**src/verilog/scfc_cfg.svh**
```systemverilog
// Purpose: Constants of the system clock frequency control block
// Assumes: Byte-wide register port, 100 MHz sampling clock
// Notes:   Offsets, field positions, reset values and divide counts
`ifndef SCFC_CFG_SVH
`define SCFC_CFG_SVH

`define SCFC_ADDR_W         8
`define SCFC_DATA_W         8
`define SCFC_PMR_ADDR       8'h3b
`define SCFC_STAT_ADDR      8'h40
`define SCFC_PMR_RESET      8'h48
`define SCFC_SPEED_MSB      7
`define SCFC_SPEED_LSB      6
`define SCFC_MAIN_STOP_BIT  5
`define SCFC_SUB_EN_BIT     4
`define SCFC_STAT_PHI_BIT   0
`define SCFC_STAT_MODE_LSB  1
`define SCFC_STAT_MODE_MSB  2
`define SCFC_STAT_WAIT_BIT  3
`define SCFC_STAT_MAIN_BIT  4
`define SCFC_STAT_SUB_BIT   5
`define SCFC_CNT_W          3
`define SCFC_HALF_MID       4
`define SCFC_HALF_HIGH      1
`define SCFC_HALF_LOW       1

`endif

```
**src/verilog/scfc_pkg.sv**
```systemverilog
// Purpose: Types of the system clock frequency control block
// Assumes: Constants come from scfc_cfg.svh
// Notes:   Code 2'b11 of the speed field is not a legal mode
package scfc_pkg;

  typedef enum logic [1:0] {
    SCFC_SPEED_HIGH = 2'b00,
    SCFC_SPEED_MID  = 2'b01,
    SCFC_SPEED_LOW  = 2'b10
  } scfc_speed_e;

endpackage

```
**src/verilog/scfc_pin_sync.sv**
```systemverilog
// Purpose: Three-stage pin synchroniser with rising-edge pulse
// Assumes: Pin toggles well below half the sampling rate
// Notes:   A change counts once stages two and three agree
`timescale 1ns/1ns
module scfc_pin_sync (
  input  wire logic mclk_in,    // Sampling clock
  input  wire logic arst_n_in,  // Async reset, active low
  input  wire logic pin_in,     // Asynchronous pin
  output logic      level_out,  // Filtered level
  output logic      rise_out    // One-cycle pulse on rising edge
);

  logic s1_reg;
  logic s2_reg;
  logic s3_reg;

  always_ff @(posedge mclk_in or negedge arst_n_in) begin
    if (!arst_n_in) begin
      s1_reg <= 1'b0;
      s2_reg <= 1'b0;
      s3_reg <= 1'b0;
    end else begin
      s1_reg <= pin_in;
      s2_reg <= s1_reg;
      s3_reg <= s2_reg;
    end
  end

  always_ff @(posedge mclk_in or negedge arst_n_in) begin
    if (!arst_n_in) begin
      level_out <= 1'b0;
      rise_out  <= 1'b0;
    end else begin
      rise_out <= 1'b0;
      if (s2_reg == s3_reg && s3_reg != level_out) begin
        level_out <= s3_reg;
        rise_out  <= s3_reg;
      end
    end
  end

endmodule

```
**src/verilog/scfc_top.sv**
```systemverilog
// Purpose: System clock generation and frequency control
// Assumes: Oscillator pins are sampled at 100 MHz; software respects timing notes
// Notes:   Half periods count synchronised source rising edges
// Operation
// - After reset the block runs middle speed, system clock is main divided by eight.
// - High-speed mode makes the system clock half the main oscillator frequency.
// - Low-speed mode makes the system clock half the sub oscillator frequency.
// - At power-on only the main oscillator runs and the sub pins act as port pins.
// - In low-speed mode, main stop bit 5 set halts the main oscillator, clear restarts it.
// - The wait instruction holds the system clock high until reset or an accepted interrupt.
//
// The plain strobed port is this design's own decision.
`timescale 1ns/1ns
`include "scfc_cfg.svh"
module scfc_top
  import scfc_pkg::*;
#(
  parameter int HALF_MID  = `SCFC_HALF_MID,
  parameter int HALF_HIGH = `SCFC_HALF_HIGH,
  parameter int HALF_LOW  = `SCFC_HALF_LOW
) (
  input  wire logic                    mclk_in,          // 100 MHz clock
  input  wire logic                    arst_n_in,        // Async reset, active low
  input  wire logic [`SCFC_ADDR_W-1:0] reg_addr_in,      // Register address
  input  wire logic [`SCFC_DATA_W-1:0] reg_wdata_in,     // Write data
  input  wire logic                    reg_wr_in,        // Write strobe
  input  wire logic                    reg_rd_in,        // Read strobe
  output logic      [`SCFC_DATA_W-1:0] reg_rdata_out,    // Read data, one cycle later
  input  wire logic                    main_osc_in,      // Main oscillator pin
  input  wire logic                    sub_osc_in,       // Sub oscillator pin
  input  wire logic                    wait_instruction_in, // Wait executed, pulse
  input  wire logic                    int_accept_in,    // Interrupt accepted, pulse
  output logic                         main_osc_run_out, // Main oscillator enable
  output logic                         sub_osc_run_out,  // Sub oscillator enable
  output logic                         sub_pins_port_out,// Sub pins act as port pins
  output logic                         sys_clk_out,      // Internal system clock
  output logic                         waiting_out       // Clock held by wait
);

  logic [`SCFC_DATA_W-1:0] pmr_reg;
  logic [`SCFC_DATA_W-1:0] rdata_next;
  logic [`SCFC_CNT_W-1:0]  cnt_reg;
  logic [`SCFC_CNT_W-1:0]  half_m1;
  scfc_speed_e             applied_reg;
  scfc_speed_e             wanted;
  logic                    phi_reg;
  logic                    wait_reg;
  logic                    main_run_reg;
  logic                    sub_run_reg;
  logic                    main_rise;
  logic                    sub_rise;
  logic                    src_tick;
  logic                    freeze;
  logic                    last_half;
  logic                    pmr_wr;
  logic                    main_stop_req;

  // Oscillator pins are asynchronous to mclk
  scfc_pin_sync u_main_sync (
    .mclk_in   (mclk_in),
    .arst_n_in (arst_n_in),
    .pin_in    (main_osc_in),
    .level_out (),
    .rise_out  (main_rise)
  );

  scfc_pin_sync u_sub_sync (
    .mclk_in   (mclk_in),
    .arst_n_in (arst_n_in),
    .pin_in    (sub_osc_in),
    .level_out (),
    .rise_out  (sub_rise)
  );

  assign pmr_wr = reg_wr_in && (reg_addr_in == `SCFC_PMR_ADDR);

  // Mode register; reset code selects middle speed
  always_ff @(posedge mclk_in or negedge arst_n_in) begin
    if (!arst_n_in) begin
      pmr_reg <= `SCFC_PMR_RESET;
    end else if (pmr_wr) begin
      pmr_reg <= reg_wdata_in;
    end
  end

  // Illegal speed code falls back to middle speed, the safest ratio
  always_comb begin
    unique case (pmr_reg[`SCFC_SPEED_MSB:`SCFC_SPEED_LSB])
      2'b00:   wanted = SCFC_SPEED_HIGH;
      2'b10:   wanted = SCFC_SPEED_LOW;
      default: wanted = SCFC_SPEED_MID;
    endcase
  end

  // Stop bit only acts while low speed is the running mode
  assign main_stop_req = pmr_reg[`SCFC_MAIN_STOP_BIT] && (applied_reg == SCFC_SPEED_LOW);

  always_ff @(posedge mclk_in or negedge arst_n_in) begin
    if (!arst_n_in) begin
      main_run_reg <= 1'b1;
      sub_run_reg  <= 1'b0;
    end else begin
      main_run_reg <= !main_stop_req;
      sub_run_reg  <= pmr_reg[`SCFC_SUB_EN_BIT];
    end
  end

  // Stopped oscillators give no ticks even if the pin still wiggles
  assign src_tick = (applied_reg == SCFC_SPEED_LOW) ? (sub_rise && sub_run_reg) :
                    (main_rise && main_run_reg);

  always_comb begin
    unique case (applied_reg)
      SCFC_SPEED_HIGH: half_m1 = `SCFC_CNT_W'(HALF_HIGH - 1);
      SCFC_SPEED_LOW:  half_m1 = `SCFC_CNT_W'(HALF_LOW - 1);
      default:         half_m1 = `SCFC_CNT_W'(HALF_MID - 1);
    endcase
  end

  assign freeze    = wait_reg && phi_reg;
  assign last_half = src_tick && !freeze && (cnt_reg == half_m1);

  always_ff @(posedge mclk_in or negedge arst_n_in) begin
    if (!arst_n_in) begin
      cnt_reg <= '0;
    end else if (src_tick && !freeze) begin
      cnt_reg <= last_half ? '0 : cnt_reg + `SCFC_CNT_W'(1);
    end
  end

  always_ff @(posedge mclk_in or negedge arst_n_in) begin
    if (!arst_n_in) begin
      phi_reg <= 1'b1;
    end else if (last_half) begin
      phi_reg <= !phi_reg;
    end
  end

  // New ratio starts with a fresh period, so no phase is cut short
  always_ff @(posedge mclk_in or negedge arst_n_in) begin
    if (!arst_n_in) begin
      applied_reg <= SCFC_SPEED_MID;
    end else if (last_half && !phi_reg) begin
      applied_reg <= wanted;
    end
  end

  // A wait arriving with the interrupt still wins
  always_ff @(posedge mclk_in or negedge arst_n_in) begin
    if (!arst_n_in) begin
      wait_reg <= 1'b0;
    end else if (wait_instruction_in) begin
      wait_reg <= 1'b1;
    end else if (int_accept_in) begin
      wait_reg <= 1'b0;
    end
  end

  always_comb begin
    rdata_next = '0;
    if (reg_rd_in) begin
      if (reg_addr_in == `SCFC_PMR_ADDR) begin
        rdata_next = pmr_reg;
      end else if (reg_addr_in == `SCFC_STAT_ADDR) begin
        rdata_next[`SCFC_STAT_PHI_BIT]                     = phi_reg;
        rdata_next[`SCFC_STAT_MODE_MSB:`SCFC_STAT_MODE_LSB] = applied_reg;
        rdata_next[`SCFC_STAT_WAIT_BIT]                    = wait_reg;
        rdata_next[`SCFC_STAT_MAIN_BIT]                    = main_run_reg;
        rdata_next[`SCFC_STAT_SUB_BIT]                     = sub_run_reg;
      end
    end
  end

  always_ff @(posedge mclk_in or negedge arst_n_in) begin
    if (!arst_n_in) begin
      reg_rdata_out <= '0;
    end else begin
      reg_rdata_out <= rdata_next;
    end
  end

  assign main_osc_run_out  = main_run_reg;
  assign sub_osc_run_out   = sub_run_reg;
  assign sub_pins_port_out = !sub_run_reg;
  assign sys_clk_out       = phi_reg;
  assign waiting_out       = wait_reg;

  // Helper state for the checks below
  logic pmr_written_reg;
  always_ff @(posedge mclk_in or negedge arst_n_in) begin
    if (!arst_n_in) begin
      pmr_written_reg <= 1'b0;
    end else if (pmr_wr) begin
      pmr_written_reg <= 1'b1;
    end
  end
endmodule
```
**config.mk**
```make
export PLATFORM = sky130hd
export DESIGN_NAME = scfc_top
export DESIGN_NICKNAME = d
export VERILOG_FILES = /design/src/verilog/scfc_pkg.sv /design/src/verilog/scfc_pin_sync.sv /design/src/verilog/scfc_top.sv
export VERILOG_INCLUDE_DIRS = /design/src /design/src/verilog
export SDC_FILE = /design/constraint.sdc
export NUM_CORES = 1
export LEC_CHECK = 0
export BUFFER_PORTS_ARGS = -buffer_cell sky130_fd_sc_hd__buf_4
export CELL_PAD_IN_SITES_DETAIL_PLACEMENT = 0
export CELL_PAD_IN_SITES_GLOBAL_PLACEMENT = 1
export CORE_ASPECT_RATIO = 1.75
export CORE_MARGIN = 3
export CORE_UTILIZATION = 43
export DETAILED_ROUTE_END_ITERATION = 8
export PLACE_DENSITY_LB_ADDON = 0.1
export SYNTH_ARGS = -nofsm -noshare
export SYNTH_HDL_FRONTEND = slang
export SYNTH_HIERARCHICAL = 1
export SYNTH_SLANG_ARGS = --single-unit
export TNS_END_PERCENT = 5
```
**constraint.sdc**
```tcl
create_clock -name mclk_in -period 4.2 [get_ports mclk_in]
set_input_delay 0.42 -clock mclk_in [delete_from_list [all_inputs] [get_ports mclk_in]]
set_output_delay 0.42 -clock mclk_in [all_outputs]
set_load 0.01 [all_outputs]
```
# Yosys cells after proc, flatten, opt, wreduce, memory -nomap -nowiden

Index checks and enable logic that the tools add are counted.

Bits in registers: 35
Latch bits: 0
RAM bits: 0
ROM bits: 0
Bits of input ports: 24
Output and inout port bits: 13
Word-level logic and storage cells: 58
Memories: 0

$add $sub $neg: 1
Multiply operators: 0
Div/mod/pow operators: 0
Order comparisons: 0
Eq/ne operators: 9
Shift-type cells: 0
Muxes and demuxes: 12
Bitwise logic cells: 0
Reduce and logical (&&, ||, !) cells: 18

Operators with widths:

| kind                                                            | number |
|---|---|
| 6-bit two-way mux                                               | 2 |
| 1-bit logical AND                                               | 10 |
| 8-bit by 6-bit == test with 1-bit output, second input constant | 1 |
| 8-bit by 7-bit == test with 1-bit output, second input constant | 1 |
| 8-bit two-way mux                                               | 1 |
| 1-bit two-way mux                                               | 5 |
| 2-bit == test, second input constant                            | 2 |
| 1-bit logical NOT                                               | 4 |
| 2-bit logical NOT                                               | 2 |
| 2-bit two-way mux                                               | 2 |
| 2-bit one-hot mux with 2 select lines                           | 1 |
| 3-bit by 1-bit adder with 3-bit output, second input constant   | 1 |
| 3-bit == test                                                   | 1 |
| 3-bit two-way mux                                               | 1 |
| 1-bit == test                                                   | 2 |
| 1-bit inequality test                                           | 2 |
| 2-bit nonzero test                                              | 1 |
| 2-bit OR reduction                                              | 1 |

# Logic depth before layout (Yosys ltp)

Gate-level depths: netlist of the first run.

Depth after elaboration: 6
Gate-level depth with buffers: 5
Depth with buffers taken out: 4

# Hierarchy

The synthesis of the first run kept the hierarchy.

Modules (own cells, without submodules):

| module        | times used | cells each | area each (um^2) | seq. area each (um^2) |
|---|---|---|---|---|
| scfc_top      | 1          | 84         | 1072.3           | 631.9 |
| scfc_pin_sync | 2          | 7          | 146.4            | 125.1 |

# Least setup slack after synthesis of the first run

OpenSTA, ideal clock, no wires.

Path kind: input port to flip-flop
Start point: input port reg_addr_in[6]
End point: register pmr_reg[0]
Setup time: 125 ps
Arrival: 1479 ps
Required time: 4075 ps
Slack: 2596 ps
Stages: 5
Path buffers: 1
Cells stage by stage: nand4b_1 -> nor2_2 -> and3_1 -> buf_2 -> mux2_2

Longest elaborated chain between the ends: 2

Ends and longest elaborated chain:

| what                                                      | line           | RTL |
|---|---|---|
| from (decl)                                               | scfc_top.sv:24 | `` input wire logic [`SCFC_ADDR_W-1:0] reg_addr_in, `` |
| 8-bit by 6-bit == test with 1-bit output (no source line) | --             |  |
| 1-bit logical AND                                         | scfc_top.sv:75 | `` assign pmr_wr = reg_wr_in && (reg_addr_in == `SCFC_PMR_ADDR); `` |
| to (signal assigned)                                      | scfc_top.sv:80 | `` pmr_reg <= `SCFC_PMR_RESET; `` |
| to (signal assigned)                                      | scfc_top.sv:82 | `pmr_reg <= reg_wdata_in;` |
| to (decl)                                                 | scfc_top.sv:40 | `` logic [`SCFC_DATA_W-1:0] pmr_reg; `` |

Every way passes these cells.
A chain may end at the register's enable or synchronous reset.

# Worst setup path in the final report of the first run

Start point: register applied_reg[0]
End point: register applied_reg[1]

Longest elaborated chain between the ends: 6
Elaborated cells on any way between the ends: 9
Those cells by class: eq/ne (2); mux (2); reduce/logical (5)

Ends and longest elaborated chain:

| what                                               | line                             | RTL |
|---|---|---|
| from (decl)                                        | scfc_top.sv:44                   | `scfc_speed_e applied_reg;` |
| from (signal assigned)                             | scfc_top.sv:144                  | `applied_reg <= wanted;` |
| 2-bit == test or 2-bit logical NOT (tied branches) | scfc_top.sv:109, scfc_top.sv:113 |  |
| 2-bit OR reduction (no source line)                | --                               |  |
| 2-bit two-way mux                                  | scfc_top.sv:113                  | `unique case (applied_reg)` |
| 3-bit == test                                      | scfc_top.sv:121                  | `assign last_half = src_tick && !freeze && (cnt_reg == half_m1);` |
| 1-bit logical AND (*)                              | scfc_top.sv:121                  |  |
| 1-bit logical AND (*)                              | scfc_top.sv:143                  | `end else if (last_half && !phi_reg) begin` |

Every way passes the cells marked *; elsewhere a longest branch is shown, timed or not.

==> impl_metrics.py, run 1 <==
metrics = {
    "detailed_routing": {
        "dr.first_iter.drc_count": 6,
        "route.detailed.drc": 0,
        "wirelength_mm": 2.467,
        "vias": 898,
        "drt_first_pass_iters": 2,
        "drt-vias-per-instance": 4.907,
        "ant_nets": 0,
        "detail_route.wl_per_cell_um": 13.48,
    },
    "grt": {
        "grtUsageMet2": 0.2431,
        "use_met3": 0.05009,
        "gr-usage-all-layers": 0.1430,
        "antenna_found_initial": 0,
        "top_usage_layer": "met2",
        "grt_start_max_net_pins": 36,
        "grt_pass1_vias": 910,
        "grt_util_met1": 0.1519,
        "overflow": 0,
        "grt_pass1_wl_mm": 4.126,
    },
    "setup_path": {
        "cp_max_fo": 6,
        "cpMaxStageDelayCell": "dfstp_2",
        "cp_cell_sequence": "nand2b_1, mux2i_2, nand3b_2, mux2_1",
        "cp-end-kind": "flip-flop",
        "worstPathRequired_ns": 4.36,
        "crit_path_end": "applied_reg[1]",
        "r2r_cells": 4,
        "crit_type": "reg2reg",
        "cp-start-kind": "flip-flop",
        "max_stage_delay_ns": 0.58,
        "r2r_slack_ns": 2.51,
        "cp.arrival_ns": 1.85,
        "r2r_end": "applied_reg[1]",
        "reg2reg_from": "applied_reg[0]",
        "worstSetupStartpoint": "applied_reg[0]",
    },
    "yosys": {
        "synth_nets": 123,
        "async_reset_ff_frac": 1.000,
        "syn_area_um2": 1365,
        "synth_cell_types": 29,
        "ys_ff_latch": 35,
        "netlist_top_cells_count": "30 x dfrtp_1, 11 x mux2_2, 9 x nor2_1",
        "yosysMostFrequentCell": "dfrtp_1",
        "syn_inst": 98,
        "synth_top_area_cell": "dfrtp_1",
        "syn_area_per_cell_um2": 13.93,
        "synth_top_cell_area_share": 0.5500,
        "yosysSeqAreaShare": 0.6462,
        "yosysWarnings": 6,
        "synth_ff_type": "dfrtp_1",
        "synth_area_leaders": "dfrtp_1 55%, dfstp_2 9.6%, mux2_2 9.1%, a22oi_1 3.3%, nor2_1 2.5%",
        "synth_edf_count": 0,
    },
    "layout": {
        "fillCellCount": 271,
        "area_delta_synth_final_pct": 29.97,
        "regArea_um2": 882.1,
        "antenna_cells": 0,
        "multiInputGateArea_um2": 470.5,
        "drive_above_1_share": 0.4894,
        "final_cells": 183,
        "fin_nets": 165,
    },
    "floorplanning": {
        "die_x_um": 48.59,
        "dieArea_um2": 3913,
        "rows": 26,
        "num_io_pins": 37,
        "initial_core_util": 0.4561,
        "core-area_um2": 2993,
        "dieHeight_um": 80.54,
    },
    "sta": {
        "setup_violations": 0,
        "hold_viol_final": 0,
        "slew_headroom": 0.7147,
        "rsz0062_at_grt": "false",
        "drv_slew": 0,
        "min_period_over_period": 0.4020,
        "tightest_slew_ns": 0.4256,
        "max_freq_ghz": 0.5923,
        "post-route-min-period_ns": 1.688,
        "skew_ns": 0.004396,
        "final.setup.tns_ns": 0,
    },
    "clock_network": {
        "clockBufferDepth": 2,
        "cts_hold_buffers": 0,
        "cts_tree": "done",
        "cts-resized-gates": 0,
        "path_clk_slew_ns": 0.06,
        "htree_levels": 2,
        "clk-insertion-delay-late_ns": 0.29,
        "cts_root_buf": "clkbuf_8",
        "clock-sinks": 35,
        "post_cts.repair.setup_buffers": 0,
        "cts_made_buffers": 5,
    },
    "status": {
        "outcome": "finished clean",
    },
    "place": {
        "dpl.hpwl_mm": 1.836,
        "port_buffers": 36,
        "dp.cells": 175,
        "place_congestion": 0.7172,
    },
    "hold_path": {
        "hold_path.class": "in2async",
    },
    "pwr": {
        "p_per_area_nw_per_um2": 411.0,
        "leakagePower_nw": 0.8705,
        "ir_drop_mv": 0.3691,
    },
    "job": {
        "drv_cap": 0,
    },
}
[where the power goes]
| group | total, mW | internal [mW] | switching (mW) |
|---|---|---|---|
| Sequential | 0.386 | 0.364 | 0.0221 |
| Clock | 0.245 | 0.132 | 0.113 |
| Combinational | 0.0980 | 0.0568 | 0.0413 |
[cell usage in the layout, fill, tap and decap left out, drive strengths merged, types with 3 or more instances in the layout]
cell,instances
mux2,13
dfrtp,30
dfstp,5
buf,36
nand2,6
nor2,10
clkbuf,7
and3,3
a22oi,6
[routing by layer]
metal  up-vias  part of all wire  wire [um]
li1        428                 -          -
met1       440              0.38        931
met2        25              0.54       1342
met3         5             0.054        134
met4         0             0.024         58
met5         -                 0          0
[area by class of cell]
type                       count  area share
clock inverter                 1    0.002821
timing repair buffer          36      0.1523
multi-input combinational     60      0.2652
clock buffer                   7     0.04866
inverter                       2    0.004231
sequential                    35      0.4972
tap                           42     0.02962
[critical path: cells and delay by family (launching register included)]
family	cells	cell delay (ns)
muxes	2	0.70
and+or+nand+nor	2	0.29
DFF	1	0.58
[worst min path at each step]
stage | slack (ns) | from | to | depth (start not counted)
3_3_place_gp | 0.34 | u_sub_sync/s1_reg | u_sub_sync/s2_reg | 0
3_5_place_dp | 0.34 | u_main_sync/s1_reg | u_main_sync/s2_reg | 0
5_1_grt | 0.09 | arst_n_in | u_sub_sync/rise_out | 1
2_1_floorplan | 0.12 | arst_n_in | applied_reg[1] | 0
6_report | 0.07 | arst_n_in | reg_rdata_out[4] | 1
4_1_cts | 0.08 | arst_n_in | u_sub_sync/rise_out | 1
[cells by family (layout without fill, tap and decap cells)]
logic type,count (synthesis),in the layout,synth area share
adder cells (fa/ha/maj),3,3,0.02566
buffers and inverters,3,46,0.009164
AO/OA/AOI/OAI,10,10,0.05866
multiplexers,14,14,0.1173
flip-flops,35,35,0.6462
AND/OR/NAND/NOR,33,33,0.1430
[metrics by stage]
stage	util	total power, mW	instance area [um^2]	hold WS (ns)	setup slack (ns)
6_report	0.5928	0.7292	1774	0.07164	2.512
5_1_grt	0.5928	0.7673	1774	0.08714	2.398
4_1_cts	0.5928	0.7397	1774	0.07774	2.481
3_5_place_dp	0.5623	0.4908	1683	0.3411	2.236
3_3_place_gp	0.5623	0.4868	1683	0.3369	2.301
2_1_floorplan	-	0.4439	1365	0.1244	2.596
No activity file was read; power rests on OpenSTA's default activity.
==> run 2, diff against run 1 <==
--- a/config.mk
+++ b/config.mk
@@ -11,7 +11,7 @@
 export CELL_PAD_IN_SITES_GLOBAL_PLACEMENT = 1
 export CORE_ASPECT_RATIO = 1.75
 export CORE_MARGIN = 3
-export CORE_UTILIZATION = 43
+export CORE_UTILIZATION = 36
 export DETAILED_ROUTE_END_ITERATION = 8
 export PLACE_DENSITY_LB_ADDON = 0.1
 export SYNTH_ARGS = -nofsm -noshare
==> constraint.sdc (replaced) <==
create_clock -name mclk_in -period 1.45 [get_ports mclk_in]
set_input_delay 0.145 -clock mclk_in [delete_from_list [all_inputs] [get_ports mclk_in]]
set_output_delay 0.145 -clock mclk_in [all_outputs]
set_load 0.01 [all_outputs]
==> impl_metrics.py, run 2 (synthesized netlist as in run 1, its figures left out) <==
metrics = {
    "status": {
        "outcome": "finished with violations",
        "violations": "setup timing",
    },
    "floorplanning": {
        "core-area_um2": 3628,
        "die_x_um": 52.55,
        "initial_core_util": 0.3762,
        "dieArea_um2": 4596,
        "num_io_pins": 37,
        "rows": 29,
        "dieHeight_um": 87.46,
    },
    "sta": {
        "worst_slack_ns": -0.08214,
        "tightest_slew_ns": 0.4341,
        "min_period_over_period": 1.057,
        "skew_ns": 0.007204,
        "rsz0062_at_grt": "true",
        "setup_violations": 5,
        "drv_slew": 0,
        "final.setup.tns_ns": -0.3572,
        "max_freq_ghz": 0.6527,
        "hold_viol_final": 0,
        "slew_headroom": 0.7106,
        "post-route-min-period_ns": 1.532,
        "hold_ws_ns": 0.04737,
    },
    "hold_path": {
        "hp-start": "wait_instruction_in",
        "hold_path.class": "in2reg",
        "worstHoldPathCells": 2,
        "hold_path_end": "waiting_out",
    },
    "place": {
        "place_congestion": 0.8101,
        "dpl.hpwl_mm": 1.968,
        "port_buffers": 36,
        "dp_slack_ns": -0.08535,
        "dp.cells": 188,
    },
    "setup_path": {
        "max_stage_delay_ns": 0.57,
        "cp_max_fo": 5,
        "r2r_cells": 4,
        "cp-end-kind": "flip-flop",
        "cpMaxStageDelayCell": "dfstp_2",
        "r2r_end": "cnt_reg[1]",
        "worstPathRequired_ns": 1.61,
        "cp.arrival_ns": 1.69,
        "crit_type": "reg2reg",
        "cp-start-kind": "flip-flop",
        "r2r_slack_ns": -0.08,
        "reg2reg_from": "applied_reg[0]",
        "cp_cell_sequence": "nand2b_4, mux2i_4, nand2_1, mux2_2",
    },
    "layout": {
        "final_cells": 199,
        "drive_above_1_share": 0.5229,
        "antenna_cells": 0,
        "fin_util": 0.5234,
        "mostFrequentLayoutCells": "45 x buf_4, 30 x dfrtp_1, 11 x mux2_2",
        "fin_nets": 177,
        "final_common_cell": "buf_4",
        "area_delta_synth_final_pct": 39.14,
    },
    "clock_network": {
        "clockBufferDepth": 2,
        "cts_made_buffers": 5,
        "clock-sinks": 35,
        "cts_tree": "done",
        "cts_root_buf": "clkbuf_8",
        "post_cts.repair.setup_buffers": 0,
        "path_clk_slew_ns": 0.07,
        "clk-insertion-delay-late_ns": 0.28,
        "htree_levels": 2,
    },
    "pwr": {
        "ir_drop_mv": 0.8197,
        "leakagePower_nw": 0.9327,
        "p_per_area_nw_per_um2": 1128,
    },
    "grt": {
        "antenna_found_initial": 0,
        "gr-usage-all-layers": 0.1303,
        "grt_start_max_net_pins": 36,
        "grt_pass1_wl_mm": 4.243,
        "overflow": 0,
        "grt_pass1_vias": 938,
    },
    "detailed_routing": {
        "ant_nets": 0,
        "drt_first_pass_iters": 3,
        "detail_route.wl_per_cell_um": 13.47,
        "dr.first_iter.drc_count": 5,
        "vias": 952,
        "route.detailed.drc": 0,
        "drt-vias-per-instance": 4.784,
        "wirelength_mm": 2.680,
    },
    "job": {
        "drv_cap": 0,
    },
}
-- run 2: worst max-delay path: cells and delay by family, from the launching register on --
kind	cells	cell delay [ns]
flip-flops	1	0.57
AND/OR/NAND/NOR	2	0.26
multiplexers	2	0.58
-- run 2: worst max path at each step --
stage | from | slack [ns] | endpoint
5_1_grt | applied_reg[0] | -0.15 | cnt_reg[0]
3_5_place_dp | applied_reg[0] | -0.09 | applied_reg[1]
6_report | applied_reg[0] | -0.08 | cnt_reg[1]
2_1_floorplan | cnt_reg[0] | -0.03 | applied_reg[1]
4_1_cts | applied_reg[0] | -0.10 | cnt_reg[1]
3_3_place_gp | applied_reg[0] | -0.03 | applied_reg[1]
-- run 2: repair_timing --
item	4_1_cts	5_1_grt
hold endpoints to repair	32	0
setup endpoints to repair	6	6
pin swaps	2	0
hold buffers	3	0
gates resized for setup	1	0
-- run 2: area by class of cell --
type	instances	area [um^2]
repair buffers	48	367.9
multi-input cells	60	499.2
flip-flops and latches	35	882.1
well taps	46	57.56
inverters	2	7.507
clock buffers	6	72.57
clock inverters	2	12.51
fillers	339	1729
-- run 2: power breakdown --
part / total (mW) / switching (mW) / internal (mW)
Clock: 0.670 / 0.334 / 0.335
Sequential: 1.11 / 0.0587 / 1.05
Combinational: 0.360 / 0.146 / 0.214
Total: 2.14 / 0.539 / 1.60
-- run 2: stage by stage --
stage          power [mW]  cell area, um^2
2_1_floorplan       1.302             1390
3_3_place_gp        1.470             1780
3_5_place_dp        1.486             1780
4_1_cts             2.177             1899
5_1_grt             2.282             1899
6_report            2.142             1899
-- run 2: per-layer routing --
layer	global-route usage	wire (um)	up-vias
met5	0	0	-
met2	0.2195	1493	23
met3	0.04288	145	5
li1	-	-	453
met4	0.06977	51	0
met1	0.1397	990	471
